`config.mk`:
```
export PLATFORM = sky130hd
export DESIGN_NAME = pwm_fan_led_controller
export DESIGN_NICKNAME = d
export VERILOG_FILES = /design/src/pwm_pkg.sv /design/src/pwm_fan_led_controller.sv /design/src/pwm_prescaler.sv
export SDC_FILE = /design/constraint.sdc
export NUM_CORES = 1
export LEC_CHECK = 0
export BUFFER_PORTS_ARGS = -buffer_cell sky130_fd_sc_hd__clkbuf_2
export CAP_MARGIN = 20
export CORE_ASPECT_RATIO = 0.6
export CORE_MARGIN = 5
export CORE_UTILIZATION = 52
export DETAILED_ROUTE_END_ITERATION = 12
export HOLD_SLACK_MARGIN = 0.05
export PLACE_DENSITY_LB_ADDON = 0.05
export SETUP_SLACK_MARGIN = 0.4
export SLEW_MARGIN = 20
export SYNTH_ARGS = -nofsm -noshare
export SYNTH_HDL_FRONTEND = slang
export SYNTH_HIERARCHICAL = 1
export SYNTH_SLANG_ARGS = --single-unit
```
`constraint.sdc`:
```
create_clock -name CLOCK -period 2.4 [get_ports CLOCK]
set_input_delay 0.36 -clock CLOCK [delete_from_list [all_inputs] [get_ports CLOCK]]
set_output_delay 0.36 -clock CLOCK [all_outputs]
set_load 0.01 [all_outputs]
```
`src/pwm_pkg.sv`:
```
// Purpose: Shared constants for the fan and LED pulse-width controller
// Assumes: One clock; registers sit at byte offsets inside an 80h instance window
// Notes:   Offsets, field positions and reset values live here only
package pwm_pkg;

  // ************************************************************
  // Address map
  // ************************************************************
  localparam logic [23:0] BASE_ADDR      = 24'hF05800;
  localparam logic [23:0] INSTANCE_STEP  = 24'h000080;
  localparam int          INSTANCES      = 8;
  localparam int          WINDOW_BITS    = 7;
  localparam logic [6:0]  OFF_HIGH_COUNT = 7'h00;
  localparam logic [6:0]  OFF_LOW_COUNT  = 7'h04;
  localparam logic [6:0]  OFF_CONFIG     = 7'h08;

  // ************************************************************
  // Reset values
  // ************************************************************
  localparam logic [15:0] RST_HIGH_COUNT = 16'h0000;
  localparam logic [15:0] RST_LOW_COUNT  = 16'hFFFF;
  localparam logic [15:0] RST_CONFIG     = 16'h0000;

  // ************************************************************
  // Configuration fields
  // ************************************************************
  localparam int CFG_ENABLE   = 0;
  localparam int CFG_CLK_SEL  = 1;
  localparam int CFG_INVERT   = 2;
  localparam int CFG_DIV_LSB  = 3;
  localparam int CFG_DIV_MSB  = 6;
  localparam int DIV_W        = 4;

  typedef enum logic [0:0] {
    ST_OFF = 1'b0,
    ST_ON  = 1'b1
  } pwm_state_t;

endpackage

```
`src/pwm_fan_led_controller.sv`:
```
// Purpose: One pulse-width controller instance with its register window
// Assumes: Bus, counter and tick enables all run on CLOCK
// Notes:   Fast source is every CLOCK edge; slow source is SLOW_TICK_ENABLE
//
// Behaviour
// - Any duty cycle over a wide frequency range
// - Output held high, held low, or toggling
// - Toggle levels last on-count plus one and off-count plus one ticks
// - Counter source is fast clock or slow tick
// - Register access handled on the bus clock
// - Four-bit pre-divider, settings zero to fifteen
// - Sleep clears counters and forces OFF state
// - Clock request is inverse of sleep input while enabled
// - Clock request low while controller disabled
// - System reset forces OFF and default registers
// - Power-on defaults 0000h, FFFFh, 0000h
// - Eight instances, windows 80h apart from F05800h
// - Pin tristates on power-on or watchdog event
// - Zero off-count full on; zero on-count full off unless off-count is also zero
// - Counts update after four bytes at OFF end, or at once if disabled or full on
// - Disable resets counters, output goes inactive
// - Invert bit polarity; bit 1 selects clock
`timescale 1ns/1ps
module pwm_fan_led_controller #(
  parameter int INSTANCE = 0
) (
  input  wire logic        CLOCK,
  input  wire logic        RST_N,
  input  wire logic [23:0] BUS_ADDR,
  input  wire logic        BUS_WRITE,
  input  wire logic        BUS_READ,
  input  wire logic [1:0]  BUS_BYTE_EN,
  input  wire logic [15:0] BUS_WDATA,
  output logic      [15:0] BUS_RDATA,
  input  wire logic        SLEEP_REQUEST_IN,
  input  wire logic        SLOW_TICK_ENABLE,
  input  wire logic        STANDBY_POWER_ON_RESET,
  input  wire logic        WATCHDOG_EVENT,
  input  wire logic        PIN_MUX_SELECT,
  output logic             PWM_PIN_OUT,
  output logic             PWM_PIN_OE,
  output logic             CLOCK_REQUEST
);

  // ************************************************************
  // Decode
  // ************************************************************
  localparam logic [23:0] MY_BASE =
    pwm_pkg::BASE_ADDR + 24'(INSTANCE) * pwm_pkg::INSTANCE_STEP;

  logic                    reg_reset;
  logic                    selected;
  logic [6:0]              offset;
  logic                    wr_high;
  logic                    wr_low;
  logic                    wr_cfg;
  logic [15:0]             high_period_count;
  logic [15:0]             low_period_count;
  logic [15:0]             hold_high;
  logic [15:0]             hold_low;
  logic [3:0]              hold_mask;
  logic [3:0]              wrote_bytes;
  logic                    enable;
  logic                    clk_sel;
  logic                    invert;
  logic [pwm_pkg::DIV_W-1:0] prediv;
  logic [15:0]             count;
  pwm_pkg::pwm_state_t     state;
  logic                    tick;
  logic                    source_tick;
  logic                    stop;
  logic                    reload_on;
  logic                    transfer;
  logic                    full_on;
  logic                    full_off;
  logic                    pin_blocked;

  assign reg_reset = !RST_N || STANDBY_POWER_ON_RESET;
  assign selected  = BUS_ADDR[23:pwm_pkg::WINDOW_BITS] == MY_BASE[23:pwm_pkg::WINDOW_BITS];
  assign offset    = BUS_ADDR[pwm_pkg::WINDOW_BITS-1:0];
  assign wr_high   = BUS_WRITE && selected && offset == pwm_pkg::OFF_HIGH_COUNT;
  assign wr_low    = BUS_WRITE && selected && offset == pwm_pkg::OFF_LOW_COUNT;
  assign wr_cfg    = BUS_WRITE && selected && offset == pwm_pkg::OFF_CONFIG;
  assign wrote_bytes = {{2{wr_low}} & BUS_BYTE_EN, {2{wr_high}} & BUS_BYTE_EN};

  // ************************************************************
  // Configuration register
  // ************************************************************
  always_ff @(posedge CLOCK) begin
    if (reg_reset) begin
      enable  <= pwm_pkg::RST_CONFIG[pwm_pkg::CFG_ENABLE];
      clk_sel <= pwm_pkg::RST_CONFIG[pwm_pkg::CFG_CLK_SEL];
      invert  <= pwm_pkg::RST_CONFIG[pwm_pkg::CFG_INVERT];
      prediv  <= pwm_pkg::RST_CONFIG[pwm_pkg::CFG_DIV_MSB:pwm_pkg::CFG_DIV_LSB];
    end else if (wr_cfg && BUS_BYTE_EN[0]) begin
      enable  <= BUS_WDATA[pwm_pkg::CFG_ENABLE];
      clk_sel <= BUS_WDATA[pwm_pkg::CFG_CLK_SEL];
      invert  <= BUS_WDATA[pwm_pkg::CFG_INVERT];
      prediv  <= BUS_WDATA[pwm_pkg::CFG_DIV_MSB:pwm_pkg::CFG_DIV_LSB];
    end
  end

  // ************************************************************
  // Holding and active counts
  // ************************************************************
  // Only completed byte sets move over, so a half-written pair never glitches the wave
  assign reload_on = tick && state == pwm_pkg::ST_OFF && count == 16'h0000;
  assign transfer  = &hold_mask && (low_period_count == 16'h0000 || !enable || reload_on);

  always_ff @(posedge CLOCK) begin
    if (reg_reset) begin
      hold_high <= pwm_pkg::RST_HIGH_COUNT;
      hold_low  <= pwm_pkg::RST_LOW_COUNT;
      hold_mask <= 4'h0;
    end else begin
      if (wrote_bytes[0]) hold_high[7:0]  <= BUS_WDATA[7:0];
      if (wrote_bytes[1]) hold_high[15:8] <= BUS_WDATA[15:8];
      if (wrote_bytes[2]) hold_low[7:0]   <= BUS_WDATA[7:0];
      if (wrote_bytes[3]) hold_low[15:8]  <= BUS_WDATA[15:8];
      // A byte landing during the transfer stays marked for the next round
      hold_mask <= transfer ? wrote_bytes : (hold_mask | wrote_bytes);
    end
  end

  always_ff @(posedge CLOCK) begin
    if (reg_reset) begin
      high_period_count <= pwm_pkg::RST_HIGH_COUNT;
      low_period_count  <= pwm_pkg::RST_LOW_COUNT;
    end else if (transfer) begin
      high_period_count <= hold_high;
      low_period_count  <= hold_low;
    end
  end

  // ************************************************************
  // Register read
  // ************************************************************
  always_ff @(posedge CLOCK) begin
    if (!RST_N) begin
      BUS_RDATA <= 16'h0000;
    end else if (BUS_READ && selected) begin
      unique case (offset)
        pwm_pkg::OFF_HIGH_COUNT: BUS_RDATA <= high_period_count;
        pwm_pkg::OFF_LOW_COUNT:  BUS_RDATA <= low_period_count;
        pwm_pkg::OFF_CONFIG:     BUS_RDATA <= {9'h000, prediv, invert, clk_sel, enable};
        default:                 BUS_RDATA <= 16'h0000;
      endcase
    end else begin
      BUS_RDATA <= 16'h0000;
    end
  end

  // ************************************************************
  // Counter
  // ************************************************************
  assign stop        = reg_reset || !enable || SLEEP_REQUEST_IN;
  assign source_tick = clk_sel ? SLOW_TICK_ENABLE : 1'b1;

  pwm_prescaler u_prescaler (
    .CLOCK       (CLOCK),
    .RST_N       (RST_N),
    .clear       (stop),
    .source_tick (source_tick),
    .divide      (prediv),
    .tick        (tick)
  );

  always_ff @(posedge CLOCK) begin
    if (stop) begin
      count <= 16'h0000;
      state <= pwm_pkg::ST_OFF;
    end else if (tick) begin
      if (count == 16'h0000) begin
        unique case (state)
          pwm_pkg::ST_OFF: begin
            count <= high_period_count;
            state <= pwm_pkg::ST_ON;
          end
          pwm_pkg::ST_ON: begin
            count <= low_period_count;
            state <= pwm_pkg::ST_OFF;
          end
        endcase
      end else begin
        count <= count - 16'h0001;
      end
    end
  end

  // ************************************************************
  // Output and pin
  // ************************************************************
  assign full_on  = low_period_count == 16'h0000;
  assign full_off = high_period_count == 16'h0000;

  always_ff @(posedge CLOCK) begin
    if (stop) begin
      PWM_PIN_OUT <= invert;
    end else begin
      PWM_PIN_OUT <= invert ^ (full_on || (!full_off && state == pwm_pkg::ST_ON));
    end
  end

  // Blocked until the mux lets go, so a stale select cannot re-drive the fan
  always_ff @(posedge CLOCK) begin
    if (reg_reset || WATCHDOG_EVENT) begin
      pin_blocked <= 1'b1;
    end else if (!PIN_MUX_SELECT) begin
      pin_blocked <= 1'b0;
    end
  end

  always_ff @(posedge CLOCK) begin
    if (reg_reset || WATCHDOG_EVENT) begin
      PWM_PIN_OE <= 1'b0;
    end else begin
      PWM_PIN_OE <= PIN_MUX_SELECT && !pin_blocked;
    end
  end

  always_ff @(posedge CLOCK) begin
    if (!RST_N) begin
      CLOCK_REQUEST <= 1'b0;
    end else begin
      CLOCK_REQUEST <= enable && !SLEEP_REQUEST_IN;
    end
  end
endmodule

```
`src/pwm_prescaler.sv`:
```
// Purpose: Divides the selected counter clock source by setting plus one
// Assumes: Source arrives as a one-cycle enable on CLOCK
// Notes:   Tick output is registered, one cycle after the source pulse
`timescale 1ns/1ps
module pwm_prescaler (
  input  wire logic                     CLOCK,
  input  wire logic                     RST_N,
  input  wire logic                     clear,
  input  wire logic                     source_tick,
  input  wire logic [pwm_pkg::DIV_W-1:0] divide,
  output logic                          tick
);

  logic [pwm_pkg::DIV_W-1:0] count;

  // ************************************************************
  // Divider
  // ************************************************************
  always_ff @(posedge CLOCK) begin
    if (!RST_N || clear) begin
      count <= '0;
      tick  <= 1'b0;
    end else if (source_tick) begin
      if (count >= divide) begin
        count <= '0;
        tick  <= 1'b1;
      end else begin
        count <= count + 1'b1;
        tick  <= 1'b0;
      end
    end else begin
      tick <= 1'b0;
    end
  end

endmodule

```
==> run metrics <==
run status finished, final reports clean; placed wire-length estimate after detailed placement 11000 microns; Sw Pwr 0.000995 W; startpoint of the lowest-slack hold path WATCHDOG_EVENT; post-synth top area share 44.4%; total CTS buffers 17; count of flip-flops with a built-in enable after synthesis 0; number of slew-limit violations in the final report 0; via count of the first global-routing pass 4571; post-route minimum period 1.95 ns; number of port buffers 69; post-synthesis to final-layout area growth 24.6%; Worst Setup End Kind flop; unrepaired setup endpoints after global routing yes; initial standard-cell utilization of the core 53.4%; share of synthesized registers carrying an async set or reset 0%; number of storage elements in the synthesis netlist 117; startpoint of the worst register-to-register path count[0]$_SDFFE_PP0P_; yosys warns 6; Design Power 0.00450 W; final hold violation count 0; Die Height 88.1 microns; critical path startpoint category flop; total clock sinks 117; Core Rows 28; Synth Area per Inst 8.92 sq um; pin count of the biggest net entering global routing 42; Clk pin slew, worst setup/hold paths 0.05 ns; number of antenna diodes 0; sequential element share of the synthesized area 44.4%; Period Utilization, post-route 81.5%; max-cap violations 0; Die Footprint 12300 sq um; vias post-DR 4950; hold-fix buffers at CTS 0; initial drt markers 470; Critical Path AT 2.30 ns; Residual DRC 0; Post-Synthesis Cells 592; horizontal die dimension 140 microns; final net count 733; Mapped Nets 650; TritonCTS clock tree built; initial antenna violation count 0; headroom to the max-slew limit 59.2%; clock latency reported for the late side of the worst-skew pair 0.42 ns; post-DR wirelength/cell 19.2 microns; I/O pin total 70; Clk Tree Root Cell sky130_fd_sc_hd__clkbuf_16; post-route core utilization 66.6%; skew final 0.0116 ns; Lkg Pwr 2.48 nW; worst supply voltage drop on vdd 0.532 mV; number of fill cells 845; combinational cell fraction of total power 2.7%; Routability Congestion 0.896; commonest register cell after synthesis sky130_fd_sc_hd__dfxtp_1; worst min path class in2reg; ratio of cells with drive above 1 in the final layout 24.6%; area leader, netlist sky130_fd_sc_hd__dfxtp_1; All-Layer GR Usage 25.7%; maximum clock insertion buffer count 2; switching part of the total 22.1%; proportion of power drawn by the clock network 54.1%; Setup crit start count[0]$_SDFFE_PP0P_; largest cells by area after synthesis sky130_fd_sc_hd__dfxtp_1 44%, sky130_fd_sc_hd__mux2i_1 11%, sky130_fd_sc_hd__nand3_1 5.7%; critical path required time 2.75 ns; power density normalized to cell area 684 nW/um^2; Cell Area, Synth 5280 sq um; H-tree level count 4; Post-DRT Antenna Nets 0; area of the core region 9880 sq um; slew of the pin with the lowest slew margin 0.612 ns; setup total negative slack 0 ns; final count of negative-setup-slack endpoints 0; Int Power 0.00350 W; count of TritonRoute iterations in the first routing pass 5; worst-path fanout max 32; register share of total power 43.2%; wire length reported by the detailed router 15800 microns; worst setup path class reg2reg; global route overflow 0; number of library cell types mapped by synthesis 54; ratio of routed vias to standard cells 6.01; max frequency 512 MHz; global-route wire length before repair 24600 microns
==> repair_timing <==
| action | CTS | global route |
|---|---|---|
| cloned | 0 | 2 |
| buffers inserted | 1 | 2 |
| setup endpoints to repair | 9 | 75 |
| pin swaps | 0 | 3 |
| resized for setup | 1 | 42 |
==> power by group through the flow <==
stage	sequential [W]	clock [W]	combinational, W
after global routing	0.00194	0.00254	0.000132
after detailed placement	0.00199	0	0.000118
after CTS	0.00194	0.00245	0.000119
final	0.00194	0.00243	0.000122
after global placement	0.00199	0	0.000115
after floorplan	0.00199	0	0.0000550
==> synthesized netlist by cell type (all sizes together) (4+ instances only) <==
| library cell | count |
|---|---|
| dfxtp | 117 |
| nand3 | 60 |
| inv | 9 |
| nand2b | 9 |
| ha | 7 |
| clkbuf | 29 |
| a211oi | 5 |
| mux2i | 56 |
| nor3 | 16 |
| mux2 | 11 |
| buf | 8 |
| o21ai | 47 |
| o211ai | 4 |
| nor2 | 63 |
| a22oi | 9 |
| a21oi | 35 |
| o22ai | 9 |
| nor4 | 17 |
| nand4 | 8 |
| nand2 | 30 |
==> metal layers <==
| metal | up-vias | GRT usage (%) | wire length [microns] |
|---|---|---|---|
| met3 | 15 | 7.47 | 1630 |
| met4 | 0 | 8.09 | 162 |
| met2 | 241 | 34.4 | 6210 |
| met5 | - | 0 | 0 |
| li1 | 2334 | - | - |
| met1 | 2360 | 39.1 | 7770 |
==> final timing paths <==
path | slack [ns] | cells past startpoint | endpoint
setup / recovery | 0.45 | 8 | high_period_count[13]$_SDFFE_PP0P_
setup reg to reg | 0.45 | 8 | high_period_count[13]$_SDFFE_PP0P_
hold / removal | 0.12 | 2 | PWM_PIN_OE$_SDFF_PP0_
hold reg to reg | 0.43 | 1 | PWM_PIN_OE$_SDFF_PP0_
==> logic make-up (layout without fill, tap and decap cells) <==
kind of cell / Yosys count / after routing / share of synthesized area [%]
mux: 67 / 67 / 13.0
compound gates: 126 / 126 / 14.6
simple gates: 224 / 224 / 21.6
xor+xnor: 3 / 3 / 0.498
buf+inv: 48 / 144 / 4.38
fa+ha+maj: 7 / 7 / 1.66
flops: 117 / 117 / 44.4
==> final cells by class <==
cell class | instances | area (sq um) | share of cell area [%]
multi-input combinational | 427 | 2800 | 42.6
sequential | 117 | 2340 | 35.6
timing repair buffer | 102 | 656 | 9.97
clock buffer | 21 | 470 | 7.15
tap | 135 | 169 | 2.57
clock inverter | 11 | 100 | 1.52
inverter | 10 | 37.5 | 0.571
==> critical path, cell delays in order, from the launching register on <==
cell and delay (ns):
sky130_fd_sc_hd__dfxtp_1 0.34, sky130_fd_sc_hd__inv_1 0.10, sky130_fd_sc_hd__ha_1 0.21, sky130_fd_sc_hd__nor3b_2 0.25
sky130_fd_sc_hd__nand3_2 0.16, sky130_fd_sc_hd__o211ai_1 0.28, sky130_fd_sc_hd__clkbuf_16 0.26, sky130_fd_sc_hd__nand3_1 0.13
sky130_fd_sc_hd__a21oi_1 0.13
==> cells in the final DEF, fill, tap and decap left out, drive strengths merged, types with 11 or more instances in the layout <==
master    n
dfxtp   117
clkbuf   92
nor2     63
nand3    60
mux2i    56
o21ai    47
a21oi    35
buf      31
nand2    30
nor4     17
nor3     16
mux2     11
inv      11
==> flip-flops by register name, indices dropped and copies added (netlist names), 4 cells and up <==
name / flops
BUS_RDATA: 16
hold_mask: 4
hold_high: 16
hold_low: 16
prediv: 4
count: 16
high_period_count: 16
u_prescaler/count: 4
low_period_count: 16
==> through the flow <==
step | setup WS, ns | hold WS, ns | instances | area [sq um]
floorplan | 0.249 | 0.400 | 592 | 5300
CTS | 0.404 | 0.114 | 819 | 6460
finish | 0.445 | 0.124 | 823 | 6580
global route | 0.320 | 0.125 | 823 | 6580
detailed placement | -0.0239 | 0.417 | 786 | 5880
global placement | 0.00329 | 0.404 | 786 | 5880
(Power assumes the default switching activity.)
